### config.mk
export PLATFORM = sky130hd
export DESIGN_NAME = srcd_host
export DESIGN_NICKNAME = d
export VERILOG_FILES = /design/src/srcd_pkg.sv /design/src/srcd_cyc_if.sv /design/src/srcd_cycle.sv /design/src/srcd_host.sv
export VERILOG_INCLUDE_DIRS = /design/src
export SDC_FILE = /design/constraint.sdc
export NUM_CORES = 1
export LEC_CHECK = 0
export ABC_CLOCK_PERIOD_IN_PS = 14600
export BUFFER_PORTS_ARGS = -buffer_cell sky130_fd_sc_hd__buf_2
export CAP_MARGIN = 25
export CORE_ASPECT_RATIO = 1.25
export CORE_MARGIN = 8
export CORE_UTILIZATION = 61
export DETAILED_ROUTE_END_ITERATION = 16
export HOLD_SLACK_MARGIN = 0.08
export PLACE_DENSITY = 0.84
export RECOVER_POWER = 25
export SLEW_MARGIN = 15
export SYNTH_ARGS = -nofsm -noshare
export SYNTH_HDL_FRONTEND = slang
export SYNTH_SLANG_ARGS = --single-unit
### constraint.sdc
create_clock -name mclk_i -period 14.6 [get_ports mclk_i]
set_clock_uncertainty 0.1 [all_clocks]
set_input_delay 2.19 -clock mclk_i [delete_from_list [all_inputs] [get_ports mclk_i]]
set_output_delay 2.19 -clock mclk_i [all_outputs]
set_load 0.005 [all_outputs]
### src/srcd_cfg.svh
// secure region host constants
`ifndef SRCD_CFG_SVH
`define SRCD_CFG_SVH

// bus widths
`define SRCD_AW           23
`define SRCD_DW           16

// unlock and command words
`define SRCD_UNLOCK1_ADDR 23'h000555
`define SRCD_UNLOCK1_DATA 16'h00aa
`define SRCD_UNLOCK2_ADDR 23'h0002aa
`define SRCD_UNLOCK2_DATA 16'h0055
`define SRCD_CMD_ADDR     23'h000555
`define SRCD_ENTER_DATA   16'h0088
`define SRCD_PSETUP_DATA  16'h00a0
`define SRCD_EXIT_DATA    16'h0090
`define SRCD_EXIT2_DATA   16'h0000

// region and sector address widths
`define SRCD_REGION_AW    7
`define SRCD_SECTOR_AW    16

// toggle status bit
`define SRCD_TOGGLE_BIT   6

// clock and bus timing
`define SRCD_CLK_MHZ      25
`define SRCD_TAS_NS       10
`define SRCD_TWP_NS       35
`define SRCD_TWPH_NS      30
`define SRCD_TACC_NS      100
`define SRCD_TRP_NS       500
`define SRCD_NS2CYC(ns)   (((ns) * `SRCD_CLK_MHZ + 999) / 1000)
`define SRCD_TAS_CYC      `SRCD_NS2CYC(`SRCD_TAS_NS)
`define SRCD_TWP_CYC      `SRCD_NS2CYC(`SRCD_TWP_NS)
`define SRCD_TWPH_CYC     `SRCD_NS2CYC(`SRCD_TWPH_NS)
`define SRCD_TACC_CYC     `SRCD_NS2CYC(`SRCD_TACC_NS)
`define SRCD_TRP_CYC      `SRCD_NS2CYC(`SRCD_TRP_NS)

`endif

### src/srcd_pkg.sv
// secure region host types
`default_nettype none
package srcd_pkg;

    // user commands
    typedef enum logic [1:0] {
        SRCD_OP_READ  = 2'h0,
        SRCD_OP_ENTER = 2'h1,
        SRCD_OP_PROG  = 2'h2,
        SRCD_OP_EXIT  = 2'h3
    } srcd_op_t;

    // sequencer states
    typedef enum logic [5:0] {
        SRCD_ST_IDLE  = 6'h01,
        SRCD_ST_ISSUE = 6'h02,
        SRCD_ST_WAIT  = 6'h04,
        SRCD_ST_POLL  = 6'h08,
        SRCD_ST_PWAIT = 6'h10,
        SRCD_ST_DONE  = 6'h20
    } srcd_st_t;

    // bus cycle engine states
    typedef enum logic [4:0] {
        SRCD_E_IDLE  = 5'h01,
        SRCD_E_SETUP = 5'h02,
        SRCD_E_PULSE = 5'h04,
        SRCD_E_HOLD  = 5'h08,
        SRCD_E_READ  = 5'h10
    } srcd_est_t;

endpackage
`default_nettype wire

### src/srcd_cyc_if.sv
// sequencer to cycle engine request
`include "srcd_cfg.svh"
`default_nettype none
interface srcd_cyc_if;
    logic                 start;
    logic                 write;
    logic [`SRCD_AW-1:0]  addr;
    logic [`SRCD_DW-1:0]  wdata;
    logic                 done;
    logic [`SRCD_DW-1:0]  rdata;

    modport seq (output start, output write, output addr, output wdata,
                 input done, input rdata);
    modport eng (input start, input write, input addr, input wdata,
                 output done, output rdata);
endinterface
`default_nettype wire

### src/srcd_cycle.sv
// one asynchronous flash bus cycle
`include "srcd_cfg.svh"
`default_nettype none
module srcd_cycle
    import srcd_pkg::*;
(
    input  wire logic                mclk_i,
    input  wire logic                rst_i,
    srcd_cyc_if.eng                  cyc,
    output logic [`SRCD_AW-1:0]      flash_addr_o,
    input  wire logic [`SRCD_DW-1:0] flash_dq_i,
    output logic [`SRCD_DW-1:0]      flash_dq_o,
    output logic                     flash_dq_oe_o,
    output logic                     flash_ce_n_o,
    output logic                     flash_oe_n_o,
    output logic                     flash_we_n_o
);

    srcd_est_t           est_r;
    logic [7:0]          cnt_r;
    logic [`SRCD_DW-1:0] s1_r;
    logic [`SRCD_DW-1:0] s2_r;
    logic [`SRCD_DW-1:0] s3_r;

    ////////////////////////////////////////////////////////////////////
    // three-stage synchroniser on the data pins
    always_ff @(posedge mclk_i or posedge rst_i) begin
        if (rst_i) begin
            s1_r <= 16'h0000;
            s2_r <= 16'h0000;
            s3_r <= 16'h0000;
        end else begin
            s1_r <= flash_dq_i;
            s2_r <= s1_r;
            s3_r <= s2_r;
        end
    end

    ////////////////////////////////////////////////////////////////////
    // cycle state, strobes and pin drive
    always_ff @(posedge mclk_i or posedge rst_i) begin
        if (rst_i) begin
            est_r         <= SRCD_E_IDLE;
            cnt_r         <= 8'h00;
            flash_addr_o  <= '0;
            flash_dq_o    <= 16'h0000;
            flash_dq_oe_o <= 1'b0;
            flash_ce_n_o  <= 1'b1;
            flash_oe_n_o  <= 1'b1;
            flash_we_n_o  <= 1'b1;
            cyc.done      <= 1'b0;
            cyc.rdata     <= 16'h0000;
        end else begin
            cyc.done <= 1'b0;
            unique case (est_r)
                SRCD_E_IDLE: begin
                    if (cyc.start) begin
                        flash_addr_o <= cyc.addr;
                        flash_ce_n_o <= 1'b0;
                        if (cyc.write) begin
                            flash_dq_o    <= cyc.wdata;
                            flash_dq_oe_o <= 1'b1;
                            cnt_r         <= 8'(`SRCD_TAS_CYC);
                            est_r         <= SRCD_E_SETUP;
                        end else begin
                            flash_oe_n_o <= 1'b0;
                            cnt_r        <= 8'(`SRCD_TACC_CYC);
                            est_r        <= SRCD_E_READ;
                        end
                    end
                end
                SRCD_E_SETUP: begin
                    if (cnt_r == 8'h01) begin
                        flash_we_n_o <= 1'b0;
                        cnt_r        <= 8'(`SRCD_TWP_CYC);
                        est_r        <= SRCD_E_PULSE;
                    end else begin
                        cnt_r <= cnt_r - 8'h01;
                    end
                end
                SRCD_E_PULSE: begin
                    // device latches on rising strobe
                    if (cnt_r == 8'h01) begin
                        flash_we_n_o <= 1'b1;
                        cnt_r        <= 8'(`SRCD_TWPH_CYC);
                        est_r        <= SRCD_E_HOLD;
                    end else begin
                        cnt_r <= cnt_r - 8'h01;
                    end
                end
                SRCD_E_HOLD: begin
                    if (cnt_r == 8'h01) begin
                        flash_ce_n_o  <= 1'b1;
                        flash_dq_oe_o <= 1'b0;
                        cyc.done      <= 1'b1;
                        est_r         <= SRCD_E_IDLE;
                    end else begin
                        cnt_r <= cnt_r - 8'h01;
                    end
                end
                SRCD_E_READ: begin
                    // access time, then sync settle
                    if (cnt_r != 8'h01) begin
                        cnt_r <= cnt_r - 8'h01;
                    end else if (s2_r == s3_r) begin
                        cyc.rdata    <= s3_r;
                        cyc.done     <= 1'b1;
                        flash_ce_n_o <= 1'b1;
                        flash_oe_n_o <= 1'b1;
                        est_r        <= SRCD_E_IDLE;
                    end
                end
                default: begin
                    est_r <= SRCD_E_IDLE;
                end
            endcase
        end
    end

endmodule
`default_nettype wire

### src/srcd_host.sv
// secure region enter, program, exit and read sequencer
`include "srcd_cfg.svh"
`default_nettype none
module srcd_host
    import srcd_pkg::*;
#(
    parameter int POLL_MAX = 20000
) (
    input  wire logic                mclk_i,
    input  wire logic                rst_i,
    input  wire logic                cmd_valid_i,
    input  wire srcd_op_t            cmd_op_i,
    input  wire logic [`SRCD_AW-1:0] cmd_addr_i,
    input  wire logic [`SRCD_DW-1:0] cmd_data_i,
    output logic                     cmd_ready_o,
    output logic                     done_o,
    output logic                     err_o,
    output logic [`SRCD_DW-1:0]      rdata_o,
    output logic                     rinv_o,
    output logic                     in_region_o,
    output logic [`SRCD_AW-1:0]      flash_addr_o,
    input  wire logic [`SRCD_DW-1:0] flash_dq_i,
    output logic [`SRCD_DW-1:0]      flash_dq_o,
    output logic                     flash_dq_oe_o,
    output logic                     flash_ce_n_o,
    output logic                     flash_oe_n_o,
    output logic                     flash_we_n_o,
    output logic                     flash_reset_n_o
);

    srcd_cyc_if cyc ();

    srcd_st_t            st_r;
    srcd_op_t            op_r;
    logic [`SRCD_AW-1:0] addr_r;
    logic [`SRCD_DW-1:0] data_r;
    logic [1:0]          step_r;
    logic                prev_r;
    logic                have_prev_r;
    logic [31:0]         poll_cnt_r;
    logic [4:0]          rst_cnt_r;
    logic                tog_bit;

    ////////////////////////////////////////////////////////////////////
    // step decoding
    function automatic logic [1:0] last_step(input srcd_op_t op);
        unique case (op)
            SRCD_OP_READ:  last_step = 2'h0;
            SRCD_OP_ENTER: last_step = 2'h2;
            SRCD_OP_PROG:  last_step = 2'h3;
            SRCD_OP_EXIT:  last_step = 2'h3;
        endcase
    endfunction

    function automatic logic [`SRCD_AW-1:0] step_addr(input logic [1:0] step,
                                                     input logic [`SRCD_AW-1:0] ua);
        unique case (step)
            2'h0:    step_addr = `SRCD_UNLOCK1_ADDR;
            2'h1:    step_addr = `SRCD_UNLOCK2_ADDR;
            2'h2:    step_addr = `SRCD_CMD_ADDR;
            2'h3:    step_addr = ua;
        endcase
    endfunction

    function automatic logic [`SRCD_DW-1:0] step_data(input srcd_op_t op,
                                                     input logic [1:0] step,
                                                     input logic [`SRCD_DW-1:0] ud);
        unique case (step)
            2'h0: step_data = `SRCD_UNLOCK1_DATA;
            2'h1: step_data = `SRCD_UNLOCK2_DATA;
            2'h2: begin
                if (op == SRCD_OP_ENTER) begin
                    step_data = `SRCD_ENTER_DATA;
                end else if (op == SRCD_OP_PROG) begin
                    step_data = `SRCD_PSETUP_DATA;
                end else begin
                    step_data = `SRCD_EXIT_DATA;
                end
            end
            2'h3: begin
                if (op == SRCD_OP_PROG) begin
                    step_data = ud;
                end else begin
                    step_data = `SRCD_EXIT2_DATA;
                end
            end
        endcase
    endfunction

    ////////////////////////////////////////////////////////////////////
    // request to the cycle engine
    assign cyc.start = (st_r == SRCD_ST_ISSUE) || (st_r == SRCD_ST_POLL);
    assign cyc.write = (st_r == SRCD_ST_ISSUE) && (op_r != SRCD_OP_READ);
    assign cyc.addr  = (st_r == SRCD_ST_ISSUE && op_r != SRCD_OP_READ) ?
                       step_addr(step_r, addr_r) : addr_r;
    assign cyc.wdata = step_data(op_r, step_r, data_r);

    assign tog_bit = cyc.rdata[`SRCD_TOGGLE_BIT];

    // idle and out of reset pulse
    assign cmd_ready_o = (st_r == SRCD_ST_IDLE) && flash_reset_n_o;
    assign done_o      = (st_r == SRCD_ST_DONE);

    ////////////////////////////////////////////////////////////////////
    // device reset pin, low through the pulse
    always_ff @(posedge mclk_i or posedge rst_i) begin
        if (rst_i) begin
            rst_cnt_r       <= 5'h00;
            flash_reset_n_o <= 1'b0;
        end else if (rst_cnt_r != 5'(`SRCD_TRP_CYC)) begin
            rst_cnt_r       <= rst_cnt_r + 5'h01;
        end else begin
            flash_reset_n_o <= 1'b1;
        end
    end

    ////////////////////////////////////////////////////////////////////
    // sequencer state and step index
    always_ff @(posedge mclk_i or posedge rst_i) begin
        if (rst_i) begin
            st_r   <= SRCD_ST_IDLE;
            step_r <= 2'h0;
        end else begin
            unique case (st_r)
                SRCD_ST_IDLE: begin
                    if (cmd_valid_i && cmd_ready_o) begin
                        step_r <= 2'h0;
                        st_r   <= SRCD_ST_ISSUE;
                    end
                end
                SRCD_ST_ISSUE: begin
                    st_r <= SRCD_ST_WAIT;
                end
                SRCD_ST_WAIT: begin
                    // whole sequences only, never a partial one
                    if (cyc.done) begin
                        if (step_r == last_step(op_r)) begin
                            st_r <= (op_r == SRCD_OP_PROG) ? SRCD_ST_POLL
                                                           : SRCD_ST_DONE;
                        end else begin
                            step_r <= step_r + 2'h1;
                            st_r   <= SRCD_ST_ISSUE;
                        end
                    end
                end
                SRCD_ST_POLL: begin
                    st_r <= SRCD_ST_PWAIT;
                end
                SRCD_ST_PWAIT: begin
                    // done when toggle bit holds
                    if (cyc.done) begin
                        if ((have_prev_r && tog_bit == prev_r) ||
                            poll_cnt_r == 32'(POLL_MAX - 1)) begin
                            st_r <= SRCD_ST_DONE;
                        end else begin
                            st_r <= SRCD_ST_POLL;
                        end
                    end
                end
                SRCD_ST_DONE: begin
                    st_r <= SRCD_ST_IDLE;
                end
            endcase
        end
    end

    ////////////////////////////////////////////////////////////////////
    // command capture
    always_ff @(posedge mclk_i or posedge rst_i) begin
        if (rst_i) begin
            op_r   <= SRCD_OP_READ;
            addr_r <= '0;
            data_r <= 16'h0000;
        end else if (st_r == SRCD_ST_IDLE && cmd_valid_i && cmd_ready_o) begin
            op_r   <= cmd_op_i;
            addr_r <= cmd_addr_i;
            data_r <= cmd_data_i;
        end
    end

    ////////////////////////////////////////////////////////////////////
    // completion polling and timeout flag
    always_ff @(posedge mclk_i or posedge rst_i) begin
        if (rst_i) begin
            prev_r      <= 1'b0;
            have_prev_r <= 1'b0;
            poll_cnt_r  <= 32'h0000_0000;
            err_o       <= 1'b0;
        end else if (st_r == SRCD_ST_IDLE && cmd_valid_i && cmd_ready_o) begin
            have_prev_r <= 1'b0;
            poll_cnt_r  <= 32'h0000_0000;
            err_o       <= 1'b0;
        end else if (st_r == SRCD_ST_PWAIT && cyc.done) begin
            prev_r      <= tog_bit;
            have_prev_r <= 1'b1;
            poll_cnt_r  <= poll_cnt_r + 32'h0000_0001;
            if (!(have_prev_r && tog_bit == prev_r) &&
                poll_cnt_r == 32'(POLL_MAX - 1)) begin
                err_o <= 1'b1;
            end
        end
    end

    ////////////////////////////////////////////////////////////////////
    // read data and validity of region reads
    always_ff @(posedge mclk_i or posedge rst_i) begin
        if (rst_i) begin
            rdata_o <= 16'h0000;
            rinv_o  <= 1'b0;
        end else if (st_r == SRCD_ST_WAIT && cyc.done && op_r == SRCD_OP_READ) begin
            rdata_o <= cyc.rdata;
            rinv_o  <= in_region_o &&
                       (addr_r[`SRCD_AW-1:`SRCD_SECTOR_AW] == '0) &&
                       (addr_r[`SRCD_SECTOR_AW-1:`SRCD_REGION_AW] != '0);
        end
    end

    ////////////////////////////////////////////////////////////////////
    // region mode tracking
    always_ff @(posedge mclk_i or posedge rst_i) begin
        if (rst_i) begin
            in_region_o <= 1'b0;
        end else if (st_r == SRCD_ST_DONE && op_r == SRCD_OP_ENTER) begin
            in_region_o <= 1'b1;
        end else if (st_r == SRCD_ST_DONE && op_r == SRCD_OP_EXIT) begin
            in_region_o <= 1'b0;
        end
    end

    ////////////////////////////////////////////////////////////////////
    // bus cycle engine
    srcd_cycle u_cycle (
        .mclk_i        (mclk_i),
        .rst_i         (rst_i),
        .cyc           (cyc.eng),
        .flash_addr_o  (flash_addr_o),
        .flash_dq_i    (flash_dq_i),
        .flash_dq_o    (flash_dq_o),
        .flash_dq_oe_o (flash_dq_oe_o),
        .flash_ce_n_o  (flash_ce_n_o),
        .flash_oe_n_o  (flash_oe_n_o),
        .flash_we_n_o  (flash_we_n_o)
    );

endmodule
`default_nettype wire

# == Yosys cells after proc, flatten, opt, wreduce, memory -nomap -nowiden ==
# Cells that the tools add are included.
# totals
register_bits,229
wordCells,178
# op_classes
addsub,4
n_eq_ne,38
muxes,60
bitwise_logic,2
n_reduce_logical,47
# ops
operator,count
23-bit case mux with 3 select lines,1
32-bit two-way mux,2
16-bit case mux with 4 select lines,1
6-bit two-way mux,8
6-bit case mux with 6 select lines,1
5-bit two-way mux,7
32-bit by 1-bit adder with 32-bit output (second input constant),1
32-bit by 15-bit == test with 1-bit output (second input constant),1
8-bit two-way mux,4
8-bit case mux with 4 select lines,1
5-bit case mux with 5 select lines,1
23-bit two-way mux,1
1-bit two-way mux,19
16-bit == test,1
16-bit two-way mux,1
2-bit by 1-bit != test with 1-bit output (second input constant),8
2-bit nonzero test,8
1-bit logical AND,14
2-bit two-way mux,6
2-bit != test (second input constant),6
3-bit AND reduction,4
4-bit AND reduction,3
5-bit AND reduction,2
9-bit nonzero test,1
35 further kinds,49

# == Logic depth before layout (Yosys ltp) ==
# logic_depth
word_depth,9
ltp_mapped,9

# == Modules after synthesis ==
# Synthesis repeated with hierarchy kept, for this count alone.
# hier_totals
hier_cells,943
hier_area_um2,10054.6
# by_module_without_submodules
mod,instances,cells_each,area_each_um2,seq_area_each_um2
srcd_host,1,595,5521.5,2703.8
srcd_cycle,1,348,4533.1,3032.9

# == Worst setup path before layout ==
# OpenSTA, ideal clock, no wires.
# synth_timing
path_type,register to output
from,reg st_r[1]
to,out cmd_ready_o
arrival_time_ns,1.603
path_slack_ns,10.707
path_stages_with_launch,5
cell_sequence,dfrtp_1 -> clkbuf_1 -> or4_1 -> nor3b_1 -> and2_1
# synth_between
elab_chain_cells,2
# synth_rtl
item,line_no,text
"start, declared",srcd_host.sv:33,srcd_st_t st_r;
"start signal, assigned",srcd_host.sv:138,st_r <= (op_r == SRCD_OP_PROG) ? SRCD_ST_POLL
6-bit by 1-bit == test with 1-bit output,srcd_host.sv:101,assign cmd_ready_o = (st_r == SRCD_ST_IDLE) && flash_reset_n_o;
1-bit logical AND,srcd_host.sv:101,
"end, declared",srcd_host.sv:15,"output logic cmd_ready_o,"
# Every way passes these cells.

==> flow_summary.json <==
{
  "cellPowerDensity_nw_per_um2": 148,
  "ir_drop_uv": 103,
  "multi_input_comb_area_sq_um": 3610,
  "finalCritPeriodShare_pct": 56.0,
  "end_kind": "async pin",
  "path_cells": "buf_2 > clkinvlp_2 > clkbuf_1",
  "relSlewSlack_pct": -299,
  "path_class": "input port to async pin",
  "synth.distinct_cells": 58,
  "track_usage_pct": 21.6,
  "overflow": 0,
  "tns_ns": 0,
  "slew_violations": 119,
  "hold_path.class": "register to register",
  "cp.required_ns": 13.65,
  "fp-row-count": 51,
  "largest_register_ffs": 32,
  "setup_viol": 0,
  "firstDrtPassIters": 7,
  "hold-path-cell-count": 0,
  "drtAntennaViolNets": 0,
  "arrival_ns": 7.22,
  "via_per_inst": 5.76,
  "drt_iter0_drc": 649,
  "worstSkewPairLatency_ns": 0.50,
  "die_h_microns": 156,
  "ys_top_cells_by_area": "dfrtp_1 (58%), nand2_1 (7.8%), mux2_2 (4.0%), xnor2_1 (3.1%), o21ai_0 (2.0%)",
  "detailedPlace.worstSlack_ns": 10.45,
  "holdBufCountCts": 0,
  "utilization_pct": 71.7,
  "yosysSeqAreaShare_pct": 59.8,
  "critPathSlowestCell": "clkbuf_1",
  "synth_cells": 891,
  "hold_viol": 0,
  "route.detailed.drc": 0,
  "clkTransAtPathRegs_ns": 0.06,
  "syn_area_per_cell_sq_um": 10.8,
  "rsz0062_at_grt": "false",
  "cts_buffers": 23,
  "antenna_cells": 0,
  "core_sq_um": 15500,
  "status": "complete, but fails checks",
  "cap_violations": 1,
  "synth_nets": 966,
  "reg_top3": "poll_cnt_r x32, addr_r x23, u_cycle.flash_addr_o x23",
  "ys_async_sr_fraction_pct": 100,
  "dp_cells": 1189,
  "yosysTopAreaCellShare_pct": 58.5,
  "synthToLayoutAreaGrowth_pct": 16.0,
  "mostFrequentLayoutCell": "dfrtp_1",
  "synth_top_area_cell": "dfrtp_1",
  "io_pins": 125,
  "grt_first_pass_wirelength_microns": 35100,
  "critical-path-top-delay-family": "buffers and inverters",
  "synth_area_sq_um": 9590,
  "min_from": "u_cycle.s1_r[3]",
  "final_nets": 1080,
  "fin_cells": 1234,
  "worst_slew_pin_slew_ns": 5.99,
  "wire_per_inst_microns": 17.4,
  "clock.fmax_mhz": 122,
  "fill_cells": 1035,
  "largest-register": "poll_cnt_r",
  "reg2regPathDepth": 6,
  "fp.dieW_microns": 128,
  "hpwl_microns": 14100,
  "violations": "max-capacitance violations, max-slew violations",
  "synth_seq_cells": 229,
  "fin_crit_ns": 8.17,
  "r2r-end": "poll_cnt_r[19]",
  "cts_tree": "done",
  "drive_gt1_share_pct": 20.6,
  "dieArea_sq_um": 20000,
  "path_buf_inv": 3,
  "cts-root-buf": "clkbuf_16",
  "initial_core_util_pct": 61.8,
  "grt_max_degree": 143,
  "critPathMaxStageDelay_ns": 4.21,
  "cp_max_fo": 118,
  "postCtsSetupRepairBufs": 0,
  "leakage_nw": 5.40,
  "r2r_start": "st_r[1]",
  "worstHoldEndpoint": "u_cycle.s2_r[3]",
  "startpoint_type": "input port",
  "clock-sinks": 229,
  "first_global_vias": 7102,
  "antenna_found_initial": 0,
  "htree_num_levels": 1,
  "num_vias": 7112,
  "gp_congestion": 0.861,
  "wirelength_microns": 21400,
  "cts_resized": 0,
  "timing.final.ws_setup_ns": 6.43,
  "cts_buffer_depth": 3,
  "ys.flop_type": "dfrtp_1",
  "r2r_slack_ns": 11.62,
  "seqCellArea_sq_um": 5740,
  "yosysWarnings": 0,
  "port_buffers": 124,
  "synth_edf_count": 0,
  "layout_common_cells": "dfrtp_1 (224), nand2_1 (199), buf_2 (123)",
  "power_w": 0.00164
}
==> Yosys cell counts (2+ instances only) <==
master and count:
mux2_2 34, and3_1 6, xnor2_1 34, nor3b_1 4
o22ai_1 3, a211oi_1 3, a31o_2 2, o21a_1 2
buf_2 14, dfrtp_1 224, ha_1 15, o22a_1 2
or4_1 4, xor2_1 13, dfstp_2 5, nand3_1 30
clkbuf_1 23, or2_2 3, nor2b_1 2, a22o_1 15
nor4_1 20, nand2b_1 7, o31ai_1 4, a21oi_1 18
nand4_1 23, or3_1 9, mux2i_1 4, buf_4 3
a221oi_1 3, nor2_1 50, nor3_1 18, a31oi_1 6
a21o_1 3, and2_1 3, o21ai_0 38, and4_1 7
nand2_1 198, inv_1 14, nor4b_1 2, o211ai_1 5
==> power breakdown <==
part / internal, W / switching (W) / total, W
logic: 0.000124 / 0.000179 / 0.000302
registers: 0.000704 / 0.0000573 / 0.000761
clock network: 0.000340 / 0.000236 / 0.000576
total: 0.00117 / 0.000472 / 0.00164
==> metrics by stage <==
stage	hold WS (ns)	cell area, sq um
CTS	0.247	11100
floorplan	0.231	9590
detailed placement	0.235	10300
global route	0.253	11100
global placement	0.232	10300
finish	0.245	11100
==> worst max-delay path by stage <==
stage	start	endpoint	slack, ns	cells past startpoint
after floorplan	rst_i	addr_r[0]	6.04	1
after global placement	rst_i	u_cycle.flash_dq_o[13]	10.34	3
after detailed placement	st_r[1]	done_o	10.45	3
after CTS	st_r[1]	done_o	9.89	3
after global routing	rst_i	u_cycle.flash_addr_o[11]	5.05	3
final	rst_i	u_cycle.flash_addr_o[11]	6.43	3
==> cell type report <==
cell class                      count  share of cell area (%)
Sequential cell                   229                    51.6
Multi-Input combinational cell    607                    32.4
Timing Repair Buffer              130                    6.42
Clock buffer                       34                    5.73
Tap cell                          212                    2.39
Clock inverter                      8                   0.923
Inverter                           14                   0.484
==> cells by family (layout without fill, tap and decap cells) <==
kind of cell    after synthesis  in the layout  share of synthesized area (%)
fa+ha+maj                    15             15                           1.96
xor+xnor                     47             47                           4.29
compound gates              110            110                           7.39
simple gates                397            397                           19.6
buf+inv                      55            186                           2.53
mux                          38             38                           4.41
flops                       229            229                           59.8
==> routing by layer <==
metal	up-vias	GRT usage, %	share of wire (%)
met5	-	0	0
met4	0	7.43	2.1
met3	42	3.66	5.2
met2	234	37.4	52
met1	3530	26.7	41
li1	3306	-	-
Note: power is estimated with default switching activity, not from simulation.
